File: src/design/rss_defs.svh
/*
 Constants of the reset source sequencer: clock rate, documented times
 and the cycle counts derived from them, reset values and widths.
 Assumes a single 200 MHz clock; all counts are in cycles of it.
*/
`ifndef RSS_DEFS_SVH
`define RSS_DEFS_SVH

// clock rate and counter width
`define RSS_CLK_MHZ 200
`define RSS_CNT_W 23

// soft reset self-clears after about 2 us (least time, rounded up)
`define RSS_SOFT_RST_NS 2000
`define RSS_SOFT_RST_CYC ((`RSS_SOFT_RST_NS * `RSS_CLK_MHZ + 999) / 1000)

// phy reset self-clears after about 100 us
`define RSS_PHY_RST_US 100
`define RSS_PHY_RST_CYC (`RSS_PHY_RST_US * `RSS_CLK_MHZ)

// ready set about 22 ms after an internal reset
`define RSS_READY_MS 22
`define RSS_READY_CYC (`RSS_READY_MS * 1000 * `RSS_CLK_MHZ)

// ready set within 2 ms of a wake write (longest time, rounded down)
`define RSS_WAKE_MS 2
`define RSS_WAKE_CYC (`RSS_WAKE_MS * 1000 * `RSS_CLK_MHZ)

// eeprom presence probe, 10 us
`define RSS_EE_PROBE_US 10
`define RSS_EE_PROBE_CYC (`RSS_EE_PROBE_US * `RSS_CLK_MHZ)

// configuration strap width and reset value
`define RSS_STRAP_W 4
`define RSS_STRAP_RST 4'h0

`endif

File: src/design/rss_pkg.sv
/*
 Types of the reset source sequencer: sequencing states, counter type
 and the packed state of the top module.
 Assumes rss_defs.svh is on the include path.
*/
`include "rss_defs.svh"

package rss_pkg;

	typedef logic [`RSS_CNT_W-1:0] rss_count_t;

	// one-hot sequencing states
	typedef enum logic [4:0] {
		RSS_HARD = 5'h01,
		RSS_RDYWAIT = 5'h02,
		RSS_RUN = 5'h04,
		RSS_SLEEP = 5'h08,
		RSS_WAKE = 5'h10
	} rss_state_t;

	typedef struct packed {
		rss_state_t st;
		logic pllRst;
		logic hostBusRst;
		logic keptRegsRst;
		logic miiRst;
		logic macRst;
		logic phyRst;
		logic ready;
		logic eeBusy;
		logic reload;
		logic softBit;
		logic phyPmtBit;
		logic phyBasicBit;
		rss_count_t waitCnt;
		rss_count_t softCnt;
	} rss_main_t;

endpackage : rss_pkg

File: src/design/rss_countdown.sv
/*
 Countdown timer: busy for exactly len cycles after a start pulse,
 finish marks the last busy cycle. Abort drops it at once.
 Assumes len is at least one and start is a one-cycle pulse.
*/
`timescale 1ns/1ps
`include "rss_defs.svh"

module rss_countdown #(
	parameter int W = `RSS_CNT_W
) (
	input wire logic clock,
	input wire logic nrst,
	input wire logic abort,
	input wire logic start,
	input wire logic [W-1:0] len,
	output logic busy,
	output logic finish
);
	import rss_pkg::*;

	typedef struct packed {
		logic [W-1:0] cnt;
		logic busy;
	} rss_tmr_t;

	rss_tmr_t q;
	rss_tmr_t d;

	// a start on the last cycle restarts, so a new request is not lost
	always_comb
	begin
		d = q;
		if (abort)
		begin
			d.busy = 1'b0;
			d.cnt = '0;
		end
		else if (start)
		begin
			d.busy = 1'b1;
			d.cnt = len - 1'b1;
		end
		else if (q.busy)
		begin
			if (q.cnt == '0)
				d.busy = 1'b0;
			else
				d.cnt = q.cnt - 1'b1;
		end
	end

	always_ff @(posedge clock)
	begin
		if (!nrst)
			q <= '0;
		else
			q <= d;
	end

	assign busy = q.busy;
	assign finish = q.busy && (q.cnt == '0);
endmodule : rss_countdown

File: src/design/rss_reset_seq.sv
/*
 Reset source sequencer of a 10/100 ethernet controller: gathers the
 hardware pin, soft reset and two phy reset requests, drives the reset
 of each internal domain, the ready flag, eeprom probe and strap latch.
 Assumes request inputs are one-cycle write pulses, synchronous to clock.
*/
// Behaviour
// only four reset sources are accepted
// hardware pin resets everything, reloads, relatches
// soft reset hits bus, mii, mac, reload
// soft reset leaves preserved registers alone
// pmt bit resets phy, clears after 100us
// basic control bit resets phy, self-clears
// soft bit self-clears after two microseconds
// host holds pin 30ms or soft-resets
// ready reads zero until reset completes
// ready set 22ms after internal reset
// host flags error after 100ms no ready
// host writes control only after ready
// pin may float high; host soft-resets
// ready within 2ms after wake write
// no soft reset before first ready
// probe eeprom after reset; busy flag shown
// host waits for link after phy reset
// host only reads before ready
// request bits read one while reset runs
`timescale 1ns/1ps
`include "rss_defs.svh"

module rss_reset_seq #(
	parameter int unsigned PHY_RST_CYC = `RSS_PHY_RST_CYC,
	parameter int unsigned READY_CYC = `RSS_READY_CYC,
	parameter int unsigned WAKE_CYC = `RSS_WAKE_CYC,
	parameter int STRAP_W = `RSS_STRAP_W
) (
	input wire logic clock,
	input wire logic nrst,
	input wire logic hardResetPinLow,
	input wire logic softResetWrite,
	input wire logic phyRstWrite,
	input wire logic phyBasicRstWrite,
	input wire logic sleepEnter,
	input wire logic wakeWrite,
	input wire logic [STRAP_W-1:0] strapIn,
	output logic pllRst,
	output logic hostBusRst,
	output logic keptRegsRst,
	output logic miiRst,
	output logic macRst,
	output logic phyRst,
	output logic readyBit,
	output logic eepromBusyFlag,
	output logic eepromReload,
	output logic softResetRequest,
	output logic phyPmtResetBit,
	output logic phyBasicResetBit,
	output logic [STRAP_W-1:0] strapLatched
);
	import rss_pkg::*;

	localparam rss_count_t SOFT_LEN = rss_count_t'(`RSS_SOFT_RST_CYC);
	localparam rss_count_t PHY_LEN = rss_count_t'(PHY_RST_CYC);
	localparam rss_count_t READY_LEN = rss_count_t'(READY_CYC);
	localparam rss_count_t WAKE_LEN = rss_count_t'(WAKE_CYC);
	localparam rss_count_t EE_LEN = rss_count_t'(`RSS_EE_PROBE_CYC);

	rss_main_t q;
	rss_main_t d;

	logic hard;
	logic softStart;
	logic softBusy;
	logic softFinish;
	logic phyStart;
	logic phyBusy;
	logic phyFinish;
	logic rdyStart;
	logic rdyBusy;
	logic rdyFinish;
	rss_count_t rdyLen;
	logic eeStart;
	logic eeBusy;
	logic eeFinish;
	logic strapCapture;

	// pin sampled as a plain synchronous level, high means released
	assign hard = !hardResetPinLow;

	// timers: soft reset, phy reset, ready delay, eeprom probe
	rss_countdown #(.W(`RSS_CNT_W)) softTmr (
		.clock(clock),
		.nrst(nrst),
		.abort(hard),
		.start(softStart),
		.len(SOFT_LEN),
		.busy(softBusy),
		.finish(softFinish)
	);

	rss_countdown #(.W(`RSS_CNT_W)) phyTmr (
		.clock(clock),
		.nrst(nrst),
		.abort(hard),
		.start(phyStart),
		.len(PHY_LEN),
		.busy(phyBusy),
		.finish(phyFinish)
	);

	rss_countdown #(.W(`RSS_CNT_W)) rdyTmr (
		.clock(clock),
		.nrst(nrst),
		.abort(hard),
		.start(rdyStart),
		.len(rdyLen),
		.busy(rdyBusy),
		.finish(rdyFinish)
	);

	rss_countdown #(.W(`RSS_CNT_W)) eeTmr (
		.clock(clock),
		.nrst(nrst),
		.abort(hard),
		.start(eeStart),
		.len(EE_LEN),
		.busy(eeBusy),
		.finish(eeFinish)
	);

	// straps relatched only on release of the hardware reset
	rss_strap_latch #(.W(STRAP_W)) straps (
		.clock(clock),
		.nrst(nrst),
		.capture(strapCapture),
		.strapIn(strapIn),
		.strapQ(strapLatched)
	);

	// sequencing, request bits and domain resets in one next-state block
	always_comb
	begin
		d = q;
		d.reload = 1'b0;
		rdyStart = 1'b0;
		rdyLen = READY_LEN;
		strapCapture = 1'b0;
		// soft reset ignored whenever ready is clear, in sleep and wake as well as before first ready
		softStart = softResetWrite && q.ready && !q.softBit && !hard;
		// phy may restart on its last cycle so a write is not lost
		phyStart = (phyRstWrite || phyBasicRstWrite) && (!phyBusy || phyFinish) && !hard;
		// probe after pin release or at the end of a soft reset
		eeStart = 1'b0;

		case (q.st)
			RSS_HARD:
			begin
				if (!hard)
				begin
					// release: reload address and latch straps
					d.st = RSS_RDYWAIT;
					rdyStart = 1'b1;
					rdyLen = READY_LEN;
					eeStart = 1'b1;
					strapCapture = 1'b1;
				end
			end
			RSS_RDYWAIT:
			begin
				// ready after the internal reset delay
				if (rdyFinish)
				begin
					d.st = RSS_RUN;
					d.ready = 1'b1;
				end
			end
			RSS_RUN:
			begin
				if (sleepEnter)
				begin
					d.st = RSS_SLEEP;
					d.ready = 1'b0;
				end
			end
			RSS_SLEEP:
			begin
				if (wakeWrite)
				begin
					// wake write starts the short ready delay
					d.st = RSS_WAKE;
					rdyStart = 1'b1;
					rdyLen = WAKE_LEN;
				end
			end
			RSS_WAKE:
			begin
				if (rdyFinish)
				begin
					d.st = RSS_RUN;
					d.ready = 1'b1;
				end
			end
			default:
			begin
				d.st = RSS_HARD;
				d.ready = 1'b0;
			end
		endcase

		// soft request bit set on write, cleared on last busy cycle
		if (softStart)
			d.softBit = 1'b1;
		else if (softFinish)
			d.softBit = 1'b0;
		// address reload follows the soft reset
		if (softFinish && !hard)
			eeStart = 1'b1;

		// pmt phy bit, set wins over the finishing clear
		if (phyRstWrite && (phyStart || phyBusy))
			d.phyPmtBit = 1'b1;
		else if (phyFinish)
			d.phyPmtBit = 1'b0;
		// basic control phy bit, same scheme
		if (phyBasicRstWrite && (phyStart || phyBusy))
			d.phyBasicBit = 1'b1;
		else if (phyFinish)
			d.phyBasicBit = 1'b0;

		// busy flag while the probe runs, restart keeps it set
		if (eeStart)
			d.eeBusy = 1'b1;
		else if (eeFinish)
			d.eeBusy = 1'b0;
		d.reload = eeStart;

		// pin low overrides everything and holds ready clear
		if (hard)
		begin
			d.st = RSS_HARD;
			d.ready = 1'b0;
			d.softBit = 1'b0;
			d.phyPmtBit = 1'b0;
			d.phyBasicBit = 1'b0;
			d.eeBusy = 1'b0;
			d.reload = 1'b0;
		end

		// pin resets all domains
		d.pllRst = hard;
		// preserved registers follow the pin only
		d.keptRegsRst = hard;
		// soft reset covers bus interface, mii and mac, not phy
		d.hostBusRst = hard || d.softBit;
		d.miiRst = hard || d.softBit;
		d.macRst = hard || d.softBit;
		// phy-only resets reach nothing but the phy
		d.phyRst = hard || d.phyPmtBit || d.phyBasicBit;

		// helper counts for timing checks
		if (d.st == RSS_RDYWAIT || d.st == RSS_WAKE)
			d.waitCnt = (q.st == d.st) ? q.waitCnt + 1'b1 : rss_count_t'(1);
		else
			d.waitCnt = '0;
		d.softCnt = q.softBit ? q.softCnt + 1'b1 : '0;
	end

	// power-up behaves as a hardware reset held active
	always_ff @(posedge clock)
	begin
		if (!nrst)
		begin
			q <= '0;
			q.st <= RSS_HARD;
			q.pllRst <= 1'b1;
			q.hostBusRst <= 1'b1;
			q.keptRegsRst <= 1'b1;
			q.miiRst <= 1'b1;
			q.macRst <= 1'b1;
			q.phyRst <= 1'b1;
		end
		else
			q <= d;
	end

	// request bits read back from their own flops
	assign pllRst = q.pllRst;
	assign hostBusRst = q.hostBusRst;
	assign keptRegsRst = q.keptRegsRst;
	assign miiRst = q.miiRst;
	assign macRst = q.macRst;
	assign phyRst = q.phyRst;
	assign readyBit = q.ready;
	assign eepromBusyFlag = q.eeBusy;
	assign eepromReload = q.reload;
	assign softResetRequest = q.softBit;
	assign phyPmtResetBit = q.phyPmtBit;
	assign phyBasicResetBit = q.phyBasicBit;
endmodule : rss_reset_seq

File: src/design/rss_strap_latch.sv
/*
 Configuration strap latch: captures the strap inputs on a capture
 pulse and holds them until the next one.
 Assumes straps are stable around the release of the hardware reset.
*/
`timescale 1ns/1ps
`include "rss_defs.svh"

module rss_strap_latch #(
	parameter int W = `RSS_STRAP_W
) (
	input wire logic clock,
	input wire logic nrst,
	input wire logic capture,
	input wire logic [W-1:0] strapIn,
	output logic [W-1:0] strapQ
);
	import rss_pkg::*;

	typedef struct packed {
		logic [W-1:0] val;
	} rss_strap_t;

	rss_strap_t q;
	rss_strap_t d;

	// straps are taken by a clocked capture, never by the reset itself
	always_comb
	begin
		d = q;
		if (capture)
			d.val = strapIn;
	end

	always_ff @(posedge clock)
	begin
		if (!nrst)
			q <= W'(`RSS_STRAP_RST);
		else
			q <= d;
	end

	assign strapQ = q.val;
endmodule : rss_strap_latch

File: config.mk
export PLATFORM = sky130hd
export DESIGN_NAME = rss_reset_seq
export DESIGN_NICKNAME = d
export VERILOG_FILES = /design/src/design/rss_pkg.sv /design/src/design/rss_countdown.sv /design/src/design/rss_reset_seq.sv /design/src/design/rss_strap_latch.sv
export VERILOG_INCLUDE_DIRS = /design/src /design/src/design
export SDC_FILE = /design/constraint.sdc
export NUM_CORES = 1
export LEC_CHECK = 0
export ABC_CLOCK_PERIOD_IN_PS = 2200
export BUFFER_PORTS_ARGS = -buffer_cell sky130_fd_sc_hd__buf_2
export CAP_MARGIN = 10
export CORE_ASPECT_RATIO = 1.4
export CORE_MARGIN = 4
export CORE_UTILIZATION = 55
export DETAILED_ROUTE_END_ITERATION = 8
export PLACE_DENSITY = 0.76
export RECOVER_POWER = 25
export SYNTH_ARGS = -nofsm -noshare
export SYNTH_HDL_FRONTEND = slang
export SYNTH_SLANG_ARGS = --single-unit
export TNS_END_PERCENT = 5
File: constraint.sdc
create_clock -name clock -period 2.2 [get_ports clock]
set_input_delay 0.22 -clock clock [delete_from_list [all_inputs] [get_ports clock]]
set_output_delay 0.22 -clock clock [all_outputs]
set_load 0.03 [all_outputs]
## After elaboration in Yosys (flattened, before gate mapping)

Cells that the tools add are included.

- Logic and storage cells: 129
- Output and inout bits: 16
- Bits in registers: 114
- Bits of input ports: 12

- $add $sub $neg: 5
- Reduce and logical (&&, ||, !) cells: 45
- Bitwise gates (word level): 6
- Equal/unequal tests: 12
- Multiplexer cells: 39

Operators with widths:

| operator | number |
|---|---|
| 23-bit by 1-bit subtractor with 23-bit output, second input constant | 5 |
| 23-bit logical NOT | 4 |
| 23-bit two-way mux | 3 |
| 24-bit two-way mux | 2 |
| 16-bit two-way mux | 2 |
| 12-bit two-way mux | 2 |
| 10-bit two-way mux | 2 |
| 5-bit case mux with 4 select lines | 1 |
| 1-bit two-way mux | 18 |
| 2-bit AND reduction | 8 |
| 15-bit two-way mux | 1 |
| 5-bit two-way mux | 3 |
| 1-bit logical AND | 12 |
| 2-bit != test, second input constant | 6 |
| 11-bit two-way mux | 1 |
| 2-bit nonzero test | 5 |
| 9-bit two-way mux | 1 |
| 3-bit OR reduction | 3 |
| 1-bit logical OR | 6 |
| 1-bit NOT | 6 |
| 3-bit AND reduction | 2 |
| 5-bit by 1-bit equality test with 1-bit output, second input constant | 1 |
| 5-bit by 2-bit equality test with 1-bit output, second input constant | 1 |
| 5-bit by 3-bit equality test with 1-bit output, second input constant | 1 |
| other kinds (8) | 11 |

## Logic depth before layout (Yosys ltp)

Gate-level depths: netlist of run 1.

- Depth after elaboration: 11
- Gate-level depth with buffers: 9
- Gate-level depth less buffers: 7

## Hierarchy

A second synthesis of run 1 with hierarchy kept.

- Cells, all modules: 1034
- Area, all modules: 8134.1 um2

By module, submodules not included:

| module | seq. area each (um2) | instances | area each (um2) | cells an instance |
|---|---|---|---|---|
| rss_countdown | 480.5 | 4 | 1835.5 | 236 |
| rss_reset_seq | 280.3 | 1 | 635.6 | 77 |
| rss_strap_latch | 80.1 | 1 | 156.4 | 13 |

## Least setup slack after synthesis of run 1

Ideal clock, no wire load.

- Path type: flip-flop to flip-flop
- From: register phyTmr.q[5] in the netlist's numbering
- To: register phyTmr.q[3] in the netlist's numbering
- Path buffers: 1
- Data required time: 2.085 ns
- Stages on the path, launching flop included: 7
- Library setup time: 0.115 ns
- Arrival: 2.212 ns
- Slack: -0.127 ns
- Period minus slack after synthesis: 2.327 ns
- Path through: dfxtp_1 or4_1 buf_2 or4_1 o21ai_1 mux2_1 o21a_1

- Longest elaborated chain between the ends: 7
- Elaborated cells on any way between the ends: 9
- Classes of those cells: eq/ne (1); mux (1); reduce/logical (7)

RTL lines:

| what | RTL line | source |
|---|---|---|
| start: declaration | rss_countdown.sv:27 | `rss_tmr_t q;` |
| start signal: assignment | rss_countdown.sv:56 | `q <= '0;` |
| start signal: assignment | rss_countdown.sv:58 | `q <= d;` |
| 23-bit logical NOT * | rss_countdown.sv:46, rss_countdown.sv:62 |  |
| 1-bit logical AND | rss_countdown.sv:62 | `assign finish = q.busy && (q.cnt == '0);` |
| 1-bit logical OR | rss_reset_seq.sv:150 | `phyStart = (phyRstWrite \|\| phyBasicRstWrite) && (!phyBusy \|\| phyFinish) && !hard;` |
| 1-bit logical AND (2 in a row) | rss_reset_seq.sv:150 |  |
| 2-bit != test (no source line) / 2-bit nonzero test (equally long branches) | - |  |
| 2-bit AND reduction (no source line) | - |  |

Every way passes the cells marked *; elsewhere a longest branch is shown, timed or not.
A chain may end at the register's enable or synchronous reset.

## Worst setup path in the final report of run 1

- From: register phyTmr.q[8] in the netlist's numbering
- To: register phyTmr.q[3] in the netlist's numbering

Same word-level chain as after synthesis.

==> key figures, run 1 <==
Outcome
  – Result of the run: finished with violations
  – Failing checks: setup timing

Clock tree
  – Htree depth: 4
  – Clock root buffer: clkbuf_16
  – Skew-Pair Late Insertion Delay: 0.42 ns
  – Worst-path clk slew: 0.05 ns
  – CTS tree: built
  – Clock Path Buffers: 2
  – CTS Sinks: 114
  – TritonCTS Buffers: 17

Detailed routing
  – Initial DRC count: 231
  – Via/cell ratio: 6.072
  – DRC Markers: 0
  – TritonRoute pass-1 iters: 7
  – Total number of vias: 5453
  – DR WL/cell: 16.12 um
  – Overall routed net length: 14480 um
  – Antenna-violating nets left: 0

Setup path
  – CP Capture Type: flip-flop
  – Worst setup path class: reg -> reg
  – Crit-path max FO: 3
  – Arrival time of the worst setup path: 2.55 ns
  – Cells on worst reg2reg path: 5
  – Worst endpoint required time: 2.50 ns
  – CP Launch Type: flip-flop

STA
  – Final worst slack: -0.04533 ns
  – Final period util: 102.1%
  – RSZ-0062 raised after global routing: yes
  – Slew HR: 49.83%
  – Tmin final: 2.245 ns
  – Setup violations, final: 3
  – Fmax: 445.4 MHz
  – Slew Limit Fails: 0
  – Setup Skew: 0.006870 ns
  – Hold WS: 0.04367 ns
  – Worst-Margin Slew: 0.7447 ns
  – Endpoints failing hold: 0
  – Setup_tns: -0.08369 ns

Logic synthesis
  – Top cells by count, synth: dfxtp_1, nor2_1, a21oi_1
  – Syn avg cell area: 8.516 sq um
  – Yosys top cell area share: 39.70%
  – Gate count of the mapped netlist: 675
  – Sequential cell area fraction in the yosys report: 39.70%
  – Top-count cell post-synth: dfxtp_1
  – Synth area leader: dfxtp_1
  – Synth Flop Type: dfxtp_1
  – Top cells by area, synth: dfxtp_1, a21oi_1, xor2_1
  – Synth warnings: 0
  – Post-Syn Nets: 695
  – Asr flop ratio synth: 0%
  – Netlist Area Pre-Place: 5748 sq um
  – Yosys reg bits: 114
  – Number of synthesized flops with an enable pin: 0
  – Synth unique cells: 67

Floorplan
  – Std-Cell Rows: 43
  – Core area: 10060 sq um
  – Die area: 12170 sq um
  – Initial Util: 57.13%
  – I/O pin cnt: 28
  – Chip height: 129.0 um
  – Die width: 94.40 um

Hold path
  – Worst min path class: in -> reg
  – Hold path depth: 3

Power
  – Worst vdd ir: 0.0005521 V
  – Pint: 4.224 mW
  – Psw: 1.476 mW
  – Gate power share: 14.3%
  – Switching share of total power: 25.89%
  – Clk pwr share: 47.3%
  – Leakage: 2.693 nW
  – Pwr Density: 804.0 nW/um^2
  – Sequential share of power: 38.4%

Layout
  – Layout area overhead: 23.33%
  – Fillcell total: 785
  – Finished Cell Area: 7089 sq um
  – Layout Utilization: 70.46%
  – Reg area: 2282 sq um
  – Multi-input logic area: 3342 sq um
  – Nets: 771
  – Layout cells sized above 1: 19.13%
  – Ant diodes: 0

Job
  – Max Cap Viol: 0

Placed design
  – I/O Buffers: 27
  – Post-DP HPWL: 9709 um
  – Placed Instance Area: 6412 sq um
  – Placer's final routability congestion estimate: 0.8744

Global route
  – Largest net degree at the start of global routing: 48
  – First-pass GRT wire length: 24740 um
  – Total GRT Usage: 25.04%
  – GRT overflow: 0
  – Number of global-route vias before repair: 5567
  – Initial antenna violation count: 0
==> final timing paths <==
path,startpoint,to,slack [ns]
min,phyBasicRstWrite,phyRst,0.04
min reg2reg,straps.strapQ[2],straps.strapQ[2],0.47
max reg2reg,phyTmr.q[8],phyTmr.q[3],-0.05
max,phyTmr.q[8],phyTmr.q[3],-0.05
==> state kept, by name, indices dropped and copies added, names as in the netlist <==
register,flops
eeTmr.q,23
readyBit,1
eeTmr.busy,1
rdyTmr.busy,1
straps.strapQ,4
rdyTmr.q,23
phyRst,1
phyPmtResetBit,1
phyTmr.q,23
softTmr.q,23
softTmr.busy,1
phyBasicResetBit,1
phyTmr.busy,1
eepromReload,1
q,5
macRst,1
softResetRequest,1
keptRegsRst,1
eepromBusyFlag,1
==> what timing repair did <==
action	4_1_cts	5_1_grt
hold buffers	0	0
gates resized for setup	3	16
pin swaps	1	5
setup endpoints to repair	6	40
buffers inserted	1	3
hold endpoints to repair	0	0
==> logic make-up (layout without fill, tap and decap cells) <==
logic type	count (synthesis)	count (layout)	share of synthesized area [%]
compound gates	168	168	19.02
fa+ha+maj	8	8	1.741
flops	114	114	39.70
mux	6	6	1.154
buf+inv	55	143	3.962
xor+xnor	39	39	5.943
simple gates	285	285	28.47
==> per-stage QoR <==
step	instances	setup slack [ns]	power, mW
CTS	895	0.003508	5.703
global route	898	-0.07985	5.918
global placement	863	0.01709	2.959
floorplan	675	-0.02306	2.719
finish	898	-0.04533	5.700
detailed placement	863	-0.04639	2.986
==> power by group through the flow <==
stage / Combinational (mW) / Sequential, mW / Clock (mW)
after global placement: 0.739 / 2.22 / 0
final: 0.816 / 2.19 / 2.70
after detailed placement: 0.763 / 2.22 / 0
after floorplan: 0.484 / 2.23 / 0
after CTS: 0.790 / 2.18 / 2.73
after global routing: 0.893 / 2.19 / 2.83
==> cell usage in the layout (no fill, tap or decap), types with 4 or more instances in the layout <==
master	Yosys	routed
nor4_1	17	16
buf_2	5	12
or4_4	2	7
nand4_1	16	16
o21ai_1	11	9
o211ai_1	6	6
ha_1	8	7
nor2b_1	4	4
and2_1	9	7
inv_1	16	16
o31ai_1	17	17
nor2_1	59	59
or4_1	28	23
clkbuf_8	0	4
xor2_1	31	31
o21ai_0	15	15
clkbuf_1	28	18
nand2_1	39	39
nand3_1	19	18
nand4b_1	6	6
a21oi_1	57	57
nor3_1	24	22
clkinv_2	0	5
and3_1	6	6
or3_1	28	26
o31a_1	4	4
a211oi_1	5	5
dfxtp_1	114	114
nor3b_1	4	4
nand2b_1	4	4
a31oi_1	14	14
a21boi_0	5	5
clkbuf_16	0	17
buf_4	4	64
o21a_1	9	9
xnor2_1	8	8
==> per-layer routing <==
| metal | up-vias | wire length, um | track usage, % |
|---|---|---|---|
| li1 | 2665 | - | - |
| met1 | 2620 | 5863 | 27.09 |
| met2 | 122 | 7631 | 44.69 |
| met3 | 46 | 532 | 6.023 |
| met4 | 0 | 448 | 13.10 |
| met5 | - | 0 | 0 |
==> critical path, stage by stage, from the launching register on <==
cell and delay, ns:
dfxtp_1 0.32, or4_4 0.57, or4_4 0.52, o21ai_2 0.21, mux2_4 0.32, o21a_1 0.18
==> cell type report <==
cell class              instances  area share, %
multi-input cells             506          47.14
flip-flops and latches        114          32.19
repair buffers                 96          9.142
clock buffers                  21          6.777
well taps                     135          2.383
clock inverters                10          1.518
inverters                      16         0.8472
No activity file was read; power rests on OpenSTA's default activity.
==> run 2: changes to the inputs <==
- CORE_UTILIZATION: 55 -> 35
- PLACE_DENSITY: 0.76 -> unset
==> run 2 against run 1 <==
The run now ends clean. Clock power is 3% lower. Utilization is 26 points lower. Sequential share of layout area is 0.52 points lower. Register-to-register slack better by 0.05 ns. Critical endpoint unchanged. Flip-flop and latch count stayed put. Setup slack better by 0.052 ns. Design area is 1.6% higher. Global-route usage is 9.4 points lower. Clock skew hardly changed.
==> key figures, run 2 (synthesis gave the netlist of run 1 again) <==
STA
  – Setup violations, final: 0 (was 3)
  – Final period util: 99.67% (was 102.1%)
  – RSZ-0062 raised after global routing: yes (unchanged)
  – Slew HR: 30.77% (was 49.83%)
  – Worst-Margin Slew: 1.038 ns (was 0.7447 ns)
  – Endpoints failing hold: 0 (unchanged)
  – Setup Skew: 0.006821 ns (was 0.006870 ns)
  – Slew Limit Fails: 0 (unchanged)
  – Tmin final: 2.193 ns (was 2.245 ns)
  – Fmax: 456.0 MHz (was 445.4 MHz)

Layout
  – Reg area: 2282 sq um (unchanged)
  – Layout cells sized above 1: 19.01% (was 19.13%)
  – Most frequent cells in the layout: dfxtp_1, buf_4, nor2_1 (unchanged)
  – Multi-input logic area: 3371 sq um (was 3342 sq um)
  – Post-Layout Cell Count: 967 (was 898)
  – Fillcell total: 1573 (was 785)
  – Layout area overhead: 25.36% (was 23.33%)
  – Most common cell after layout, fill and taps aside: dfxtp_1 (unchanged)
  – Nets: 777 (was 771)
  – Ant diodes: 0 (unchanged)

Setup path
  – R2R Path Start: phyTmr.q[10] (was phyTmr.q[8])
  – CP Launch Type: flip-flop (unchanged)
  – CP Capture Type: flip-flop (unchanged)
  – Arrival time of the worst setup path: 2.49 ns (was 2.55 ns)
  – Worst endpoint required time: 2.50 ns (about the same)
  – Crit-path max FO: 3 (unchanged)
  – Critical path origin: phyTmr.q[10] (was phyTmr.q[8])
  – Worst setup path class: reg -> reg (unchanged)

Detailed routing
  – Antenna-violating nets left: 0 (unchanged)
  – Total number of vias: 5318 (was 5453)
  – Initial DRC count: 306 (was 231)
  – TritonRoute pass-1 iters: 5 (was 7)
  – Via/cell ratio: 5.499 (was 6.072)
  – DRC Markers: 0 (unchanged)
  – DR WL/cell: 14.54 um (was 16.12 um)
  – Overall routed net length: 14060 um (was 14480 um)

Floorplan
  – I/O pin cnt: 28 (unchanged)
  – Std-Cell Rows: 55 (was 43)
  – Core area: 16170 sq um (was 10060 sq um)
  – Chip height: 159.6 um (was 129.0 um)
  – Die area: 18570 sq um (was 12170 sq um)
  – Die width: 116.3 um (was 94.40 um)
  – Initial Util: 35.54% (was 57.13%)

Global route
  – Initial antenna violation count: 0 (unchanged)
  – Largest net degree at the start of global routing: 48 (unchanged)
  – GRT overflow: 0 (unchanged)
  – Number of global-route vias before repair: 5083 (was 5567)
  – First-pass GRT wire length: 23760 um (was 24740 um)
  – Total GRT Usage: 15.60% (was 25.04%)

Placed design
  – Post-DP HPWL: 9996 um (was 9709 um)
  – Dpl cells: 934 (was 863)
  – Placer's final routability congestion estimate: 0.8185 (was 0.8744)
  – I/O Buffers: 27 (unchanged)

Power
  – Leakage: 2.712 nW (was 2.693 nW)
  – Pwr Density: 782.3 nW/um^2 (was 804.0 nW/um^2)
  – Total power: 5.637 mW (was 5.700 mW)
  – Worst vdd ir: 0.0005741 V (was 0.0005521 V)

Clock tree
  – Clock root buffer: clkbuf_16 (unchanged)
  – Hold_buf cts: 0 (unchanged)
  – Clock Path Buffers: 2 (unchanged)
  – Htree depth: 4 (unchanged)
  – Skew-Pair Late Insertion Delay: 0.41 ns (was 0.42 ns)
  – CTS Sinks: 114 (unchanged)
  – CTS tree: built (unchanged)
  – TritonCTS Buffers: 17 (unchanged)
  – Worst-path clk slew: 0.05 ns (about the same)

Outcome
  – Result of the run: complete, no violations (was finished with violations)

Hold path
  – HP Start: phyBasicRstWrite (unchanged)
  – Worst min path class: in -> reg (unchanged)

Job
  – Max Cap Viol: 0 (unchanged)
-- run 2: final timing paths --
path,slack [ns],end,cells past startpoint
hold / removal,0.05,phyRst,3
hold reg to reg,0.47,straps.strapQ[2],2
setup / recovery,0.007,phyTmr.q[3],5
setup reg to reg,0.007,phyTmr.q[3],5
-- run 2: per-stage QoR --
stage	setup WS, ns	utilization, %	TNS [ns]	instance area (sq um)	hold slack [ns]
6_report	0.007162	44.56	0	7206	0.04777
5_1_grt	-0.03956	44.56	-0.1975	7206	0.05229
4_1_cts	0.008954	43.97	0	7111	0.02877
3_5_place_dp	-0.05712	40.47	-0.08520	6545	0.4603
3_3_place_gp	-0.001790	40.47	-0.001790	6545	0.4510
2_1_floorplan	-0.02306	-	-0.02306	5777	0.3190
-- run 2: final cells by class --
| type | instances | area share (%) |
|---|---|---|
| Tap cell | 199 | 3.455 |
| Multi-Input combinational cell | 507 | 46.78 |
| Clock buffer | 24 | 6.685 |
| Inverter | 16 | 0.8335 |
| Sequential cell | 114 | 31.67 |
| Clock inverter | 6 | 1.111 |
| Timing Repair Buffer | 101 | 9.463 |
-- run 2: report_power, final --
part           internal, mW  switching [mW]
clock network          1.73           0.892
logic                 0.348           0.478
registers              2.13          0.0598
-- run 2: worst max-delay path: stages, from the launching register on --
cell     delay (ns)
dfxtp_1        0.31
or4_4          0.58
or4_4          0.53
o21ai_4        0.18
mux2_4         0.31
o21a_1         0.17
-- run 2: layer usage --
layer	vias up	part of all wire [%]	global-route usage (%)
li1	2691	-	-
met1	2545	43	18.60
met5	-	0	0
met4	0	0.71	4.802
met3	9	3.9	3.829
met2	73	52	27.16
-- run 2: timing repair --
action | CTS | global route
setup buffers | 0 | 2
pin swaps | 0 | 8
gates resized for setup | 1 | 22
gates cloned | 0 | 1
setup endpoints to repair | 9 | 44
==> run 3: changes to the inputs <==
- REMOVE_ABC_BUFFERS: unset -> 1
==> run 3 against run 2 <==
Global-route usage up 0.30 points. First-iteration DRC count down 12%. Flip-flop and latch count unchanged. Critical path depth up 2. Critical path type unchanged. Final cell count up 1.1%. The run now ends with setup timing left.
==> key figures, run 3 (synthesis gave the netlist of run 1 again) <==
Outcome
  – Result of the run: finished with violations (was complete, no violations)
  – Failing checks: setup timing

Power
  – Leakage: 2.739 nW (was 2.712 nW)
  – Pint: 4.164 mW (was 4.207 mW)
  – Sequential share of power: 38.5% (was 38.8%)
  – Pwr Density: 782.5 nW/um^2 (was 782.3 nW/um^2)
  – Switching share of total power: 26.67% (was 25.37%)
  – Psw: 1.514 mW (was 1.430 mW)
  – Clk pwr share: 46.8% (was 46.6%)
  – Gate power share: 14.7% (was 14.6%)
  – Worst vdd ir: 0.0004993 V (was 0.0005741 V)
  – Total power: 5.678 mW (was 5.637 mW)

Detailed routing
  – Initial DRC count: 270 (was 306)
  – Wire length on met3: 558 um (was 552 um)
  – Overall routed net length: 14350 um (was 14060 um)
  – DRC Markers: 0 (unchanged)
  – Metal2 WL: 7394 um (was 7301 um)
  – Antenna-violating nets left: 0 (unchanged)
  – Via/cell ratio: 5.543 (was 5.499)
  – M1 WL: 6138 um (was 6102 um)
  – TritonRoute pass-1 iters: 5 (unchanged)
  – DR WL/cell: 14.67 um (was 14.54 um)
  – Total number of vias: 5421 (was 5318)
  – Top Layer Used: met5 (was met4)

Job
  – Max Cap Viol: 0 (unchanged)

Clock tree
  – TritonCTS Buffers: 17 (unchanged)
  – Skew-Pair Late Insertion Delay: 0.41 ns (about the same)
  – Worst-path clk slew: 0.06 ns (was 0.05 ns)
  – CTS Sinks: 114 (unchanged)
  – Hold_buf cts: 0 (unchanged)
  – Clock root buffer: clkbuf_16 (unchanged)
  – CTS tree: built (unchanged)
  – Clock Path Buffers: 2 (unchanged)
  – Htree depth: 4 (unchanged)

Setup path
  – Crit-path max FO: 8 (was 3)
  – CP Launch Type: flip-flop (unchanged)
  – Delay-heaviest family, CP: simple AND/OR/NAND/NOR gates (unchanged)
  – Crit-path most repeated cell: or4_4 (unchanged)
  – Max stage delay on crit path: 0.54 ns (was 0.58 ns)
  – CP Capture Type: flip-flop (unchanged)
  – CP bufs+invs: 2 (was 0)
  – Worst setup path class: reg -> reg (unchanged)
  – CP cell instances: or4_4 -> buf_6 -> nor4_4 -> buf_4 -> nand4_4 -> or4_4 -> a21oi_2 (was or4_4 -> or4_4 -> o21ai_4 -> mux2_4 -> o21a_1)
  – Worst endpoint required time: 2.54 ns (was 2.50 ns)
  – Arrival time of the worst setup path: 2.56 ns (was 2.49 ns)
  – Crit-path slowest cell: or4_4 (unchanged)

Floorplan
  – Std-Cell Rows: 55 (unchanged)
  – Die width: 116.3 um (unchanged)
  – I/O pin cnt: 28 (unchanged)
  – Die area: 18570 sq um (unchanged)
  – Chip height: 159.6 um (unchanged)
  – Core area: 16170 sq um (unchanged)
  – Initial Util: 35.54% (unchanged)

Layout
  – Fillcell total: 1554 (was 1573)
  – Ant diodes: 0 (unchanged)
  – Most common cell after layout, fill and taps aside: dfxtp_1 (unchanged)
  – Most frequent cells in the layout: dfxtp_1, buf_4, nor2_1 (unchanged)
  – Multi-input logic area: 3339 sq um (was 3371 sq um)
  – Layout area overhead: 26.25% (was 25.36%)
  – Reg area: 2282 sq um (unchanged)
  – Nets: 786 (was 777)
  – Layout cells sized above 1: 19.90% (was 19.01%)

Global route
  – Total GRT Usage: 15.90% (was 15.60%)
  – Largest net degree at the start of global routing: 48 (unchanged)
  – Initial antenna violation count: 1 (was 0)
  – First-pass GRT wire length: 24430 um (was 23760 um)
  – GRT overflow: 0 (unchanged)
  – Number of global-route vias before repair: 5313 (was 5083)

Hold path
  – Worst min path class: in -> reg (unchanged)

STA
  – Endpoints failing hold: 0 (unchanged)
  – Setup_tns: -0.01756 ns (was 0 ns)
  – RSZ-0062 raised after global routing: yes (unchanged)
  – Slew Limit Fails: 0 (unchanged)
  – Slew HR: 64.21% (was 30.77%)
  – Final period util: 100.6% (was 99.67%)
  – Tmin final: 2.214 ns (was 2.193 ns)
  – Setup Skew: 0.008785 ns (was 0.006821 ns)
  – Final worst slack: -0.01424 ns (was 0.007162 ns)
  – Worst-Margin Slew: 0.5369 ns (was 1.038 ns)
  – Fmax: 451.6 MHz (was 456.0 MHz)
  – Setup violations, final: 2 (was 0)

Placed design
  – Post-DP HPWL: 10040 um (was 9996 um)
  – Placer's final routability congestion estimate: 0.8690 (was 0.8185)
  – I/O Buffers: 27 (unchanged)
## run 3: changes by cell type in the layout (fill, tap and decap cells not counted), sizes merged
cell,before,now
clkinvlp,0,3
clkbuf,45,42
buf,80,90
clkinv,4,6
nand3,21,20
## run 3: worst paths after layout
kind	from	end	slack [ns]	cells past startpoint
min	strapIn[3]	straps.strapQ[3]	0.06	3
max reg2reg	phyTmr.q[10]	phyTmr.q[23]	-0.01	7
min reg2reg	eeTmr.q[18]	eeTmr.q[18]	0.47	2
max	phyTmr.q[10]	phyTmr.q[23]	-0.01	7
## run 3: per-stage QoR
step / util (%) / instances / setup WS (ns) / hold slack, ns / area (sq um)
floorplan: - / 636 / -0.4357 / 0.3190 / 5580
global placement: 40.56 / 938 / 0.01114 / 0.4522 / 6560
detailed placement: 40.56 / 938 / -0.01442 / 0.4638 / 6560
CTS: 44.21 / 973 / -0.008678 / 0.05528 / 7149
global route: 44.87 / 978 / -0.06766 / 0.07879 / 7257
finish: 44.87 / 978 / -0.01424 / 0.06119 / 7257
## run 3: area by class of cell
type / instances / share of cell area [%]
clock buffer: 21 / 6.207
sequential: 114 / 31.45
tap: 199 / 3.431
multi-input combinational: 506 / 46.02
timing repair buffer: 111 / 10.52
clock inverter: 11 / 1.552
inverter: 16 / 0.8276
## run 3: power groups by stage
stage / sequential [mW] / clock (mW) / combinational (mW)
global placement: 2.22 / 0 / 0.776
finish: 2.18 / 2.66 / 0.837
floorplan: 2.25 / 0 / 0.433
global route: 2.19 / 2.80 / 0.921
CTS: 2.18 / 2.70 / 0.802
detailed placement: 2.22 / 0 / 0.791
## run 3: layer usage
metal | GRT usage, % | vias to the layer above
met1 | 18.64 | 2587
li1 | - | 2706
met5 | 0 | -
met2 | 27.79 | 100
met4 | 5.541 | 2
met3 | 3.791 | 26
## run 3: repair_timing
action / in CTS / in global routing
pin swaps: 2 / 9
resized for setup: 1 / 25
setup endpoints to repair: 8 / 48
buffers inserted: 3 / 5
## run 3: worst min-delay path: cells and delay by family
kind                   cells  cell delay [ns]
and+or+nand+nor            1             0.04
AOI/OAI and AO/OA          1             0.06
buffers and inverters      1             0.10
